==> src/core/pwm_bank_pkg.sv <==
package pwm_bank_pkg;
  localparam int CHANNELS = 4;
  localparam int CNT_W = 10;
  localparam int SETUP_W = 12;
  // Register word offsets (byte addresses)
  localparam logic [7:0] OFS_SETUP = 8'h00;
  localparam logic [7:0] OFS_PIN_ROUTE = 8'h04;
  localparam logic [7:0] OFS_CLK_SEL = 8'h08;
  localparam logic [7:0] OFS_CHAN_BASE = 8'h10;
  localparam logic [7:0] OFS_CHAN_STRIDE = 8'h10;
  localparam logic [3:0] OFS_START = 4'h0;
  localparam logic [3:0] OFS_TOGGLE = 4'h4;
  localparam logic [3:0] OFS_COUNT = 4'h8;
  // Shared setup fields: [3:0] enable per channel, [7:4] clock select, [11:8] phase invert
  localparam int SETUP_EN_POS = 0;
  localparam int SETUP_CLK_POS = 4;
  localparam int SETUP_PHASE_POS = 8;
  localparam logic [11:0] SETUP_RESET = 12'h000;
  localparam logic [9:0] START_RESET = 10'h000;
  localparam logic [9:0] TOGGLE_RESET = 10'h200;
  localparam logic [9:0] CNT_ALL_ONES = 10'h3ff;
  // Slow tick divider: 100 MHz down to about 128 kHz
  localparam int CLK_HZ = 100_000_000;
  localparam int SLOW_HZ = 128_000;
  localparam int SLOW_DIV = CLK_HZ / SLOW_HZ;
  localparam logic [9:0] SLOW_DIV_M1 = 10'(SLOW_DIV - 1);
  // Pin routing: 2 bits per pin, selects channel driving it
  localparam int ROUTE_W = 9;
  localparam int ROUTE_PIN26_POS = 0;
  localparam int ROUTE_PIN27_POS = 2;
  localparam int ROUTE_PIN13_POS = 4;
  localparam int ROUTE_PIN1428_POS = 6;
  localparam int ROUTE_PAIR_SEL_POS = 8;
  localparam logic [8:0] ROUTE_RESET = 9'h0e4;
  // Per-channel external tick selects
  localparam logic [3:0] CLKSEL_RESET = 4'h0;
endpackage

==> src/core/pwm_bank.sv <==
`timescale 1ns/100ps
// What this block does
// - Four independent PWM channels zero to three, each with own waveform.
// - Per channel 10-bit start value, writable and readable.
// - Per channel 10-bit toggle point, writable and readable.
// - Per channel 10-bit running count, read only, writes ignored.
// - One 12-bit setup register shared by all four channels.
// - Setup register turns each channel on or off individually.
// - Setup register picks system clock or tick per channel; clk_sel picks slow or external tick.
// - Setup register inverts each channel's output independently.
// - Outputs route only to pins 26, 27, 13 and one of pair 14/28.
module pwm_bank
(
  // Clock and reset
  input wire logic ref_clk,
  input wire logic rst_n,
  // AHB-Lite slave
  input wire logic hsel,
  input wire logic [31:0] haddr,
  input wire logic [1:0] htrans,
  input wire logic hwrite,
  input wire logic [2:0] hsize,
  input wire logic [31:0] hwdata,
  input wire logic hready,
  output logic [31:0] hrdata,
  output logic hreadyout,
  output logic hresp,
  // External tick sources, one per channel
  input wire logic [3:0] ext_tick_pin,
  // Routed pins and their enables
  output logic port_pin_26,
  output logic port_pin_26_oe,
  output logic port_pin_27,
  output logic port_pin_27_oe,
  output logic port_pin_13,
  output logic port_pin_13_oe,
  output logic dual_bonded_pin_14_28,
  output logic dual_bonded_pin_14_28_oe,
  output logic dual_bonded_pick_28
);
  localparam int N = pwm_bank_pkg::CHANNELS;
  localparam int SLOW_GAP = pwm_bank_pkg::SLOW_DIV;

  logic [11:0] setup_r;
  logic [8:0] route_r;
  logic [3:0] clk_sel_r;
  logic [9:0] start_r [N];
  logic [9:0] toggle_r [N];
  logic [9:0] count_w [N];
  logic [3:0] wave_w;
  logic [9:0] slow_cnt_r;
  logic slow_tick_r;
  logic [3:0] ext_s1_r;
  logic [3:0] ext_s2_r;
  logic [3:0] ext_s3_r;
  logic [3:0] tick_w;
  logic wr_pend_r;
  logic [7:0] wr_addr_r;
  logic [7:0] rd_addr;
  logic [31:0] rdata_nxt;

  // Channel index of an address inside the per-channel window
  function automatic logic [1:0] chan_of(input logic [7:0] a);
    logic [7:0] rel;
    rel = a - pwm_bank_pkg::OFS_CHAN_BASE;
    chan_of = rel[5:4];
  endfunction

  function automatic logic in_chan(input logic [7:0] a);
    in_chan = (a >= pwm_bank_pkg::OFS_CHAN_BASE) && (a < 8'h50);
  endfunction

  function automatic logic [1:0] route_field(input logic [8:0] r, input int pos);
    route_field = r[pos +: 2];
  endfunction

  assign hreadyout = 1'b1;
  assign hresp = 1'b0;

  // Write address captured in the address phase, data taken in the data phase
  always_ff @(posedge ref_clk)
  begin
    if (!rst_n)
    begin
      wr_pend_r <= 1'b0;
      wr_addr_r <= 8'h00;
    end
    else if (hready)
    begin
      wr_pend_r <= hsel && htrans[1] && hwrite;
      wr_addr_r <= haddr[7:0];
    end
  end

  always_ff @(posedge ref_clk)
  begin
    if (!rst_n)
    begin
      setup_r <= pwm_bank_pkg::SETUP_RESET;
      route_r <= pwm_bank_pkg::ROUTE_RESET;
      clk_sel_r <= pwm_bank_pkg::CLKSEL_RESET;
    end
    else if (wr_pend_r)
    begin
      if (wr_addr_r == pwm_bank_pkg::OFS_SETUP)
        setup_r <= hwdata[11:0];
      else if (wr_addr_r == pwm_bank_pkg::OFS_PIN_ROUTE)
        route_r <= hwdata[8:0];
      else if (wr_addr_r == pwm_bank_pkg::OFS_CLK_SEL)
        clk_sel_r <= hwdata[3:0];
    end
  end

  generate
    for (genvar c = 0; c < N; c++)
    begin : g_regs
      always_ff @(posedge ref_clk)
      begin
        if (!rst_n)
        begin
          start_r[c] <= pwm_bank_pkg::START_RESET;
          toggle_r[c] <= pwm_bank_pkg::TOGGLE_RESET;
        end
        else if (wr_pend_r && in_chan(wr_addr_r) && chan_of(wr_addr_r) == 2'(c))
        begin
          if (wr_addr_r[3:0] == pwm_bank_pkg::OFS_START)
            start_r[c] <= hwdata[9:0];
          else if (wr_addr_r[3:0] == pwm_bank_pkg::OFS_TOGGLE)
            toggle_r[c] <= hwdata[9:0];
        end
      end
    end
  endgenerate

  // Read data decoded from the address phase, registered into the data phase
  assign rd_addr = haddr[7:0];

  always_comb
  begin
    rdata_nxt = 32'h0000_0000;
    if (rd_addr == pwm_bank_pkg::OFS_SETUP)
      rdata_nxt = {20'h00000, setup_r};
    else if (rd_addr == pwm_bank_pkg::OFS_PIN_ROUTE)
      rdata_nxt = {23'h000000, route_r};
    else if (rd_addr == pwm_bank_pkg::OFS_CLK_SEL)
      rdata_nxt = {28'h0000000, clk_sel_r};
    else if (in_chan(rd_addr) && rd_addr[3:0] == pwm_bank_pkg::OFS_START)
      rdata_nxt = {22'h000000, start_r[chan_of(rd_addr)]};
    else if (in_chan(rd_addr) && rd_addr[3:0] == pwm_bank_pkg::OFS_TOGGLE)
      rdata_nxt = {22'h000000, toggle_r[chan_of(rd_addr)]};
    else if (in_chan(rd_addr) && rd_addr[3:0] == pwm_bank_pkg::OFS_COUNT)
      rdata_nxt = {22'h000000, count_w[chan_of(rd_addr)]};
  end

  always_ff @(posedge ref_clk)
  begin
    if (!rst_n)
      hrdata <= 32'h0000_0000;
    else if (hready && hsel && htrans[1] && !hwrite)
      hrdata <= rdata_nxt;
  end

  // Internal slow tick shared by channels that select it
  always_ff @(posedge ref_clk)
  begin
    if (!rst_n)
    begin
      slow_cnt_r <= 10'h000;
      slow_tick_r <= 1'b0;
    end
    else if (slow_cnt_r == pwm_bank_pkg::SLOW_DIV_M1)
    begin
      slow_cnt_r <= 10'h000;
      slow_tick_r <= 1'b1;
    end
    else
    begin
      slow_cnt_r <= slow_cnt_r + 10'h001;
      slow_tick_r <= 1'b0;
    end
  end

  // External ticks: two stages, then a third for rising-edge detect
  always_ff @(posedge ref_clk)
  begin
    if (!rst_n)
    begin
      ext_s1_r <= 4'h0;
      ext_s2_r <= 4'h0;
      ext_s3_r <= 4'h0;
    end
    else
    begin
      ext_s1_r <= ext_tick_pin;
      ext_s2_r <= ext_s1_r;
      ext_s3_r <= ext_s2_r;
    end
  end

  generate
    for (genvar c = 0; c < N; c++)
    begin : g_chan
      // Source: setup bit picks system clock or tick; clk_sel picks slow or external tick
      assign tick_w[c] = setup_r[pwm_bank_pkg::SETUP_CLK_POS + c] ? 1'b1 :
                         (clk_sel_r[c] ? (ext_s2_r[c] & ~ext_s3_r[c]) : slow_tick_r);
      pwm_channel u_chan
      (
        .ref_clk(ref_clk),
        .rst_n(rst_n),
        .enable(setup_r[pwm_bank_pkg::SETUP_EN_POS + c]),
        .tick(tick_w[c]),
        .phase_inv(setup_r[pwm_bank_pkg::SETUP_PHASE_POS + c]),
        .start_value(start_r[c]),
        .toggle_point(toggle_r[c]),
        .running_count(count_w[c]),
        .wave(wave_w[c])
      );
    end
  endgenerate

  // Only four pins are reachable; pair 14/28 drives just one member
  always_ff @(posedge ref_clk)
  begin
    if (!rst_n)
    begin
      port_pin_26 <= 1'b0;
      port_pin_27 <= 1'b0;
      port_pin_13 <= 1'b0;
      dual_bonded_pin_14_28 <= 1'b0;
      port_pin_26_oe <= 1'b0;
      port_pin_27_oe <= 1'b0;
      port_pin_13_oe <= 1'b0;
      dual_bonded_pin_14_28_oe <= 1'b0;
      dual_bonded_pick_28 <= 1'b0;
    end
    else
    begin
      port_pin_26 <= wave_w[route_field(route_r, pwm_bank_pkg::ROUTE_PIN26_POS)];
      port_pin_27 <= wave_w[route_field(route_r, pwm_bank_pkg::ROUTE_PIN27_POS)];
      port_pin_13 <= wave_w[route_field(route_r, pwm_bank_pkg::ROUTE_PIN13_POS)];
      dual_bonded_pin_14_28 <= wave_w[route_field(route_r, pwm_bank_pkg::ROUTE_PIN1428_POS)];
      port_pin_26_oe <= setup_r[route_field(route_r, pwm_bank_pkg::ROUTE_PIN26_POS)];
      port_pin_27_oe <= setup_r[route_field(route_r, pwm_bank_pkg::ROUTE_PIN27_POS)];
      port_pin_13_oe <= setup_r[route_field(route_r, pwm_bank_pkg::ROUTE_PIN13_POS)];
      dual_bonded_pin_14_28_oe <= setup_r[route_field(route_r, pwm_bank_pkg::ROUTE_PIN1428_POS)];
      dual_bonded_pick_28 <= route_r[pwm_bank_pkg::ROUTE_PAIR_SEL_POS];
    end
  end
endmodule

==> src/core/pwm_channel.sv <==
`timescale 1ns/100ps
module pwm_channel
(
  // Clock and reset
  input wire logic ref_clk,
  input wire logic rst_n,
  // Control
  input wire logic enable,
  input wire logic tick,
  input wire logic phase_inv,
  input wire logic [9:0] start_value,
  input wire logic [9:0] toggle_point,
  // Results
  output logic [9:0] running_count,
  output logic wave
);
  logic run_r;
  logic level_r;

  // Enable edge loads start; tick advances; all ones reloads
  always_ff @(posedge ref_clk)
  begin
    if (!rst_n)
    begin
      running_count <= pwm_bank_pkg::START_RESET;
      run_r <= 1'b0;
    end
    else
    begin
      run_r <= enable;
      if (enable && !run_r)
        running_count <= start_value;
      else if (enable && tick)
      begin
        if (running_count == pwm_bank_pkg::CNT_ALL_ONES)
          running_count <= start_value;
        else
          running_count <= running_count + 10'h001;
      end
    end
  end

  // Low from reload, high from toggle point
  always_ff @(posedge ref_clk)
  begin
    if (!rst_n)
      level_r <= 1'b0;
    else if (!enable)
      level_r <= 1'b0;
    else if (enable && !run_r)
      level_r <= 1'b0;
    else if (tick && running_count == pwm_bank_pkg::CNT_ALL_ONES)
      level_r <= 1'b0;
    else if (tick && running_count + 10'h001 == toggle_point)
      level_r <= 1'b1;
  end

  // Phase setting inverts the waveform; output low while disabled
  always_ff @(posedge ref_clk)
  begin
    if (!rst_n)
      wave <= 1'b0;
    else
      wave <= enable & (level_r ^ phase_inv);
  end
endmodule

==> config.mk <==
export PLATFORM = sky130hd
export DESIGN_NAME = pwm_bank
export DESIGN_NICKNAME = d
export VERILOG_FILES = /design/src/core/pwm_bank_pkg.sv /design/src/core/pwm_bank.sv /design/src/core/pwm_channel.sv
export SDC_FILE = /design/constraint.sdc
export NUM_CORES = 1
export LEC_CHECK = 0
export ABC_AREA = 1
export BUFFER_PORTS_ARGS = -buffer_cell sky130_fd_sc_hd__buf_2
export CAP_MARGIN = 20
export CORE_MARGIN = 2
export CORE_UTILIZATION = 64
export DETAILED_ROUTE_END_ITERATION = 8
export PLACE_DENSITY = 0.86
export SLEW_MARGIN = 25
export SYNTH_ARGS = -nofsm -noshare
export SYNTH_HDL_FRONTEND = slang
export SYNTH_SLANG_ARGS = --single-unit
==> constraint.sdc <==
create_clock -name ref_clk -period 3.9 [get_ports ref_clk]
set_input_delay 0.195 -clock ref_clk [delete_from_list [all_inputs] [get_ports ref_clk]]
set_output_delay 0.195 -clock ref_clk [all_outputs]
set_load 0.05 [all_outputs]
==> results of run 1 <==
synthesized netlist by cell type, drive strengths merged:
cell type	n	area share, %
o211ai	28	1.9
ha	8	0.89
o21a	6	0.40
inv	187	6.2
a211oi	11	0.73
a22oi	1	0.067
a31oi	2	0.11
edfxtp	80	21
nor3b	5	0.33
a21oi	149	6.7
o221ai	3	0.23
nand3	96	4.5
nor2	198	6.8
o21ai	150	6.9
conb	2	0.067
xor2	3	0.23
o21bai	1	0.067
o22ai	5	0.28
nor3	14	1.0
xnor2	9	0.70
clkbuf	30	1.0
a221oi	1	0.078
nand2	330	11
o311ai	1	0.078
buf	49	2.7
dfxtp	130	23
or2	2	0.11
nand4	28	1.6
clkinv	8	0.27
nand3b	8	0.53
where the power goes:
| part | internal [mW] | switching, mW | total [mW] | leakage, nW |
|---|---|---|---|---|
| Combinational | 0.0955 | 0.307 | 0.403 | 3.08 |
| Sequential | 2.32 | 0.0377 | 2.36 | 1.87 |
| Clock | 1.31 | 0.900 | 2.21 | 0.379 |
| Total | 3.73 | 1.24 | 4.97 | 5.33 |
state kept, by name, indices dropped and copies added (netlist names), 8 cells and up:
signal / count
wr_addr_r: 8
start_r: 40
route_r: 9
hrdata: 12
g_chan.u_chan.running_count: 40
setup_r: 12
toggle_r: 40
slow_cnt_r: 10
critical path, cell delays in order:
cell and delay [ns]:
dlygate4sd3_1 0.53, buf_2 0.12, inv_1 0.11, ha_1 0.27, inv_1 0.57, buf_4 0.29
a21oi_1 0.05, o21ai_0 0.15, a21oi_1 0.11, nor2_1 0.17, nand3_1 0.15, a21oi_1 0.15
nor2_1 0.05
metal layers:
| metal | GRT usage, % | vias to the layer above | routed length, um | part of all wire [%] |
|---|---|---|---|---|
| met2 | 56.3 | 736 | 15400 | 44 |
| met1 | 50.9 | 5062 | 13600 | 39 |
| li1 | - | 5166 | - | - |
| met3 | 8.52 | 117 | 4350 | 12 |
| met4 | 16.5 | 0 | 1660 | 4.7 |
| met5 | 0 | - | 0 | 0 |
path summary, 6_finish.rpt:
path / from / to / slack (ns) / depth (start not counted)
worst max-delay path: haddr[5] / hrdata[3]$_SDFFE_PN0P_ / 1.40 / 13
worst min-delay path: hready / wr_addr_r[5]$_SDFFE_PN0P_ / 0.02 / 2
worst max register to register: g_chan[2].u_chan.running_count[0]$_SDFFE_PN0P_ / g_chan[2].u_chan.running_count[7]$_SDFFE_PN0P_ / 1.49 / 10
worst min register to register: ext_s1_r[1]$_SDFF_PN0_ / ext_s2_r[1]$_SDFF_PN0_ / 0.41 / 2
per-stage QoR:
step	hold WS [ns]	util (%)
6_report	0.0217	72.3
5_1_grt	0.0312	72.3
4_1_cts	0.0120	72.3
3_5_place_dp	0.379	66.9
3_3_place_gp	0.379	66.9
2_1_floorplan	0.293	-
final cells by class:
cell class	count	area, sq um	area share (%)
Clock buffer	36	706	5.66
Clock inverter	6	66.3	0.532
Inverter	195	732	5.88
Multi-Input combinational cell	1081	5170	41.5
Sequential cell	210	5000	40.2
Tap cell	225	282	2.26
Timing Repair Buffer	78	500	4.02
repair_timing:
item | in CTS | in global routing
resized for setup | 0 | 0
hold endpoints to repair | 15 | 0
hold buffers | 16 | 0
logic make-up (layout without fill, tap and decap cells):
logic type / Yosys count / in the layout / share of synthesized area (%)
xor+xnor: 12 / 12 / 0.935
buf+inv: 274 / 315 / 10.2
fa+ha+maj: 8 / 8 / 0.890
other cells: 2 / 22 / 0.0668
flops: 210 / 210 / 44.5
compound gates: 358 / 358 / 17.5
simple gates: 681 / 681 / 25.9
==> metrics.md, run 1 <==
| Metric | Value |
|---|---|
| Crit-path max FO | `22` |
| Die area | `about 19000 sq um` |
| Pre-CTS setup slack | `1.44 ns` |
| Post-CTS setup buffers | `0` |
| Gpl congestion | `0.990` |
| Initial DRT Pass Iterations | `6` |
| Setup TNS | `0 ns` |
| Inserted Clock Buffers | `23` |
| Final std cells w/o fill | `1831` |
| Synth warnings | `0` |
| Actual slew at the worst max-slew pin | `0.764 ns` |
| Crit start category | `input port` |
| Initial antenna violation count | `0` |
| F_max | `about 0.4 GHz` |
| Placed Instances | `1773` |
| Fin. Hold Viols | `0` |
| Io pins | `121` |
| Max-slew violations | `0` |
| Placed inst area | `between 10000 and 15000 sq um` |
| Drt total wl | `35100 um` |
| Leakage power | `about 5.3 nW` |
| GR Util All Layers | `37.2%` |
| Setup violators final | `0` |
| CTS tree | `yes` |
| Clk sink count | `210` |
| RSZ-0062 raised after global routing | `false` |
| Effective utilization at floorplan | `65.3%` |
| Number of diodes | `0` |
| WP data arrival | `2.92 ns` |
| Share of layout cells above drive strength 1 | `8.22%` |
| Synth cell types | `44` |
| Slew headroom | `49.0%` |
| Outcome | `complete, no violations` |
| Min cycle time layout | `2.50 ns` |
| Critical path class | `input port to register` |
| Chip width | `137 um` |
| Total power | `4.97 mW` |
| Global-route wire length before repair | `52600 um` |
| Post-route ant nets | `0` |
| Total number of vias | `around 11000` |
| H-tree depth | `1` |
| DRT iter0 DRCs | `1519` |
| Most frequent cells in the layout | `328 x nand2_1, 190 x nor2_1, 175 x inv_1` |
| Worst VDD drop | `0.000396 V` |
| Vias in the first global route | `9788` |
| Clock Skews | `about 0.019 ns` |
| Syn Inst Count | `1545` |
| DIE HEIGHT | `about 140 um` |
| Residual DRC | `0` |
| Via-to-Cell Ratio | `6.05` |
| Sequential fraction of the synthesis area | `44.5%` |
| Post-route setup slack | `1.40 ns` |
| # rows | `48` |
| Syn avg cell area | `7.28 sq um` |
| PwrDens | `399 nW/um^2` |
| Layout area overhead | `10.8%` |
| Worst skew pair latency | `0.53 ns` |
| Mapped Area | `11200 sq um` |
| Clock root buffer | `clkbuf_16` |
| Worst hold-check path type | `input port to register` |
| Final HPWL DP | `24600 um` |
| Reg clk slew, reported paths | `0.06 ns` |
| # fillers | `between 1000 and 1500` |
| Max_cap viols | `0` |
| Critical Path Sink Type | `register` |
| Core area | `17200 sq um` |
| DR WL/cell | `19.2 um` |
| Largest net degree at the start of global routing | `74` |
| Number of I/O port buffers | `50` |
| Nets | `1675` |
| Design area | `12500 sq um` |
| CTS Buffer Depth | `3` |
| Period utilization | `between 60% and 70%` |
| Flops & latches, synth | `210` |
| Total gr overflow | `0` |
| Worst path required time | `4.32 ns` |
| Most common cell after layout, fill and taps aside | `nand2_1` |
Power figures use the tool's default switching activity.
==> inputs of run 2 (changes only) <==
ABC_AREA = 0   (was 1)
CORE_UTILIZATION = 60   (was 64)
PLACE_DENSITY = 0.81   (was 0.86)
clock period = 2.31 ns   (was 3.9 ns; I/O delays follow)
==> metrics.md, run 2 <==
| Metric | Value |
|---|---|
| Placed Instances | `1512 (was 1773)` |
| Effective utilization at floorplan | `60.8% (was 65.3%)` |
| Setup TNS | `0 ns (unchanged)` |
| Clk sink count | `210 (unchanged)` |
| DRT iter0 DRCs | `1272 (was 1519)` |
| Core area | `19300 sq um (was 17200 sq um)` |
| Syn avg cell area | `9.59 sq um (was 7.28 sq um)` |
| F_max | `0.461 GHz` |
| Worst hold-check path type | `input port to register (unchanged)` |
| Fin. Hold Viols | `0 (unchanged)` |
| Number of I/O port buffers | `50 (unchanged)` |
| Reg clk slew, reported paths | `0.06 ns (about the same)` |
| H-tree depth | `1 (unchanged)` |
| Inserted Clock Buffers | `23 (unchanged)` |
| DIE HEIGHT | `144 um (was 137 um)` |
| Outcome | `complete, no violations (unchanged)` |
| Leakage power | `4.92 nW (was 5.33 nW)` |
| Crit-path max FO | `20 (was 22)` |
| Reg2Reg Depth | `7 (was 10)` |
| Design area | `13300 sq um (was 12500 sq um)` |
| PostCTS Resize Cnt | `0 (unchanged)` |
| Worst path required time | `2.70 ns (was 4.32 ns)` |
| Io pins | `121 (unchanged)` |
| Period utilization | `93.9%` |
| Crit Reg-Reg Endpoint | `g_chan[2].u_chan.running_count[1]$_SDFFE_PN0P_ (was g_chan[2].u_chan.running_count[7]$_SDFFE_PN0P_)` |
| # rows | `51 (was 48)` |
| Final HPWL DP | `25900 um (was 24600 um)` |
| Clock Skews | `0.0127 ns (was 0.0191 ns)` |
| Chip width | `144 um (was 137 um)` |
| Via-to-Cell Ratio | `6.51 (was 6.05)` |
| RSZ-0062 raised after global routing | `false (unchanged)` |
| Final std cells w/o fill | `1570 (was 1831)` |
| Synth cell types | `80 (was 44)` |
| Critical path class | `register to register (was input port to register)` |
| Die area | `20700 sq um (was 18700 sq um)` |
| Synth warnings | `0 (unchanged)` |
| WP data arrival | `2.56 ns (was 2.92 ns)` |
| Slew headroom | `31.0% (was 49.0%)` |
| Total number of vias | `10200 (was 11100)` |
| Gpl congestion | `0.976 (was 0.990)` |
| CTS Buffer Depth | `3 (unchanged)` |
| Share of layout cells above drive strength 1 | `15.6% (was 8.22%)` |
| Flops & latches, synth | `210 (unchanged)` |
| Setup violators final | `0 (unchanged)` |
| Critical Path Sink Type | `register (unchanged)` |
| Initial antenna violation count | `0 (unchanged)` |
| Global-route wire length before repair | `55000 um (was 52600 um)` |
| Largest cells by area after synthesis | `dfxtp_1 22%, edfxtp_1 20%, mux4_2 7.3%, and2_1 5.7%, a21oi_1 3.5% (was dfxtp_1 23%, edfxtp_1 21%, nand2_1 11%, a21oi_1 6.6%, o21ai_0 6.4%)` |
| Layout area overhead | `13.4% (was 10.8%)` |
| Hold buffers post-CTS | `17 (was 16)` |
| GR Util All Layers | `35.4% (was 37.2%)` |
| Syn Inst Count | `1226 (was 1545)` |
| Synth Flop Type | `dfxtp_1 (unchanged)` |
| Top cell type's share of synthesized area | `22.1% (was 23.1%)` |
| Mapped Area | `11800 sq um (was 11200 sq um)` |
| Worst VDD drop | `0.000527 V (was 0.000396 V)` |
| Synth top cells by count | `130 x dfxtp_1, 108 x and2_1, 89 x nand2_1 (was 328 x nand2_1, 190 x nor2_1, 176 x inv_1)` |
| Finished Core Util | `68.9% (was 72.3%)` |
| Initial DRT Pass Iterations | `5 (was 6)` |
| Number of diodes | `0 (unchanged)` |
| Nets | `1375 (was 1675)` |
| Residual DRC | `0 (unchanged)` |
| Crit start category | `register (was input port)` |
| PwrDens | `630 nW/um^2 (was 399 nW/um^2)` |
| Most common cell after layout, fill and taps aside | `dfxtp_1 (was nand2_1)` |
| Post-CTS setup buffers | `0 (unchanged)` |
| Drt total wl | `36300 um (was 35100 um)` |
| Top-count cell post-synth | `dfxtp_1 (was nand2_1)` |
| Max-slew violations | `0 (unchanged)` |
| Actual slew at the worst max-slew pin | `1.03 ns (was 0.764 ns)` |
| Min cycle time layout | `2.17 ns` |
| CTS tree | `yes (unchanged)` |
| Post-synth EDFFs | `80 (unchanged)` |
| Vias in the first global route | `9425 (was 9788)` |
| Hold slack | `0.0440 ns (was 0.0217 ns)` |
| Placed inst area | `12400 sq um (was 11500 sq um)` |
| Post-route ant nets | `0 (unchanged)` |
| Max_cap viols | `0 (unchanged)` |
| DR WL/cell | `23.1 um (was 19.2 um)` |
| CP endpoint | `g_chan[2].u_chan.running_count[1]$_SDFFE_PN0P_ (was hrdata[3]$_SDFFE_PN0P_)` |
| R2r setup slk | `0.14 ns (was 1.49 ns)` |
| Ys async rst share | `0% (unchanged)` |
| Worst setup path start | `g_chan[2].u_chan.running_count[1]$_SDFFE_PN0P_ (was haddr[5])` |
| Largest net degree at the start of global routing | `37 (was 74)` |
| Total gr overflow | `0 (unchanged)` |
| Largest registers | `g_chan.u_chan.running_count x40, start_r x40, toggle_r x40 (unchanged)` |
| Dominant cell type by area after synthesis | `dfxtp_1 (unchanged)` |
| Sequential fraction of the synthesis area | `42.6% (was 44.5%)` |
| Most frequent cells in the layout | `130 x dfxtp_1, 108 x and2_1, 89 x nand2_1 (was 328 x nand2_1, 190 x nor2_1, 175 x inv_1)` |
| Clock root buffer | `clkbuf_16 (unchanged)` |
| Critical R2R Launch | `g_chan[2].u_chan.running_count[1]$_SDFFE_PN0P_ (was g_chan[2].u_chan.running_count[0]$_SDFFE_PN0P_)` |
| Worst skew pair latency | `0.51 ns (was 0.53 ns)` |
==> run 2: changes by cell type in the layout (fill, tap and decap cells not counted), sizes merged, moves of 67 or more <==
cell,delta
a21oi,-67
nand2,-241
nor2,-118
o21ai,-102
and2,+108
inv,-148
==> run 2: layout make-up <==
| cell class | instances | area [sq um] |
|---|---|---|
| clock inverters | 12 | 118 |
| flip-flops and latches | 210 | 5000 |
| fillers | 1471 | 6010 |
| repair buffers | 122 | 858 |
| clock buffers | 29 | 659 |
| multi-input cells | 897 | 6220 |
| inverters | 35 | 131 |
| well taps | 265 | 332 |
==> run 2: logic make-up (layout without fill, tap and decap cells) <==
group | count (synthesis) | count (layout) | share of synthesized area, %
simple gates | 498 | 498 | 23.3
xor+xnor | 58 | 58 | 4.44
flops | 210 | 210 | 42.6
fa+ha+maj | 8 | 8 | 0.852
compound gates | 248 | 248 | 13.8
mux | 63 | 63 | 9.44
buf+inv | 139 | 198 | 5.49
other cells | 2 | 22 | 0.0639
==> run 2: power by group <==
| group | leakage, nW | switching, mW | internal [mW] | total (mW) |
|---|---|---|---|---|
| clock | 0.395 | 1.52 | 2.25 | 3.77 |
| combinational | 2.65 | 0.415 | 0.216 | 0.631 |
| sequential | 1.87 | 0.0864 | 3.91 | 3.99 |
==> run 2: metrics by stage <==
step | power [mW] | setup slack (ns)
after detailed placement | 4.66 | 0.177
after floorplan | 4.46 | 0.0444
after global routing | 8.58 | 0.00379
after global placement | 4.65 | 0.242
after CTS | 8.38 | 0.165
final | 8.39 | 0.141
==> run 2: how the worst min path moves through the flow <==
stage	startpoint	end	slack (ns)	depth (start not counted)
after floorplan	hwdata[5]	route_r[5]$_SDFFE_PN1P_	0.24	2
after global routing	hwdata[8]	route_r[8]$_SDFFE_PN0P_	0.04	3
after global placement	ext_tick_pin[0]	ext_s1_r[0]$_SDFF_PN0_	0.32	2
after CTS	hwdata[8]	route_r[8]$_SDFFE_PN0P_	0.02	3
after detailed placement	ext_tick_pin[0]	ext_s1_r[0]$_SDFF_PN0_	0.33	2
final	hwdata[8]	route_r[8]$_SDFFE_PN0P_	0.04	3
==> run 2: worst max-delay path, cell delays in order (launching register included) <==
cell and delay, ns:
dfxtp_1 0.43, ha_1 0.29, nand3_1 0.20, o32ai_2 0.31, buf_4 0.28, mux2_2 0.36
mux2i_1 0.13, nor2_1 0.05
==> run 2: layer usage <==
metal | routed length (um) | track usage [%] | vias up
met5 | 0 | 0 | -
met4 | 2150 | 17.3 | 0
met3 | 4050 | 5.96 | 134
met2 | 15900 | 53.4 | 660
met1 | 14200 | 49.5 | 4883
li1 | - | - | 4538
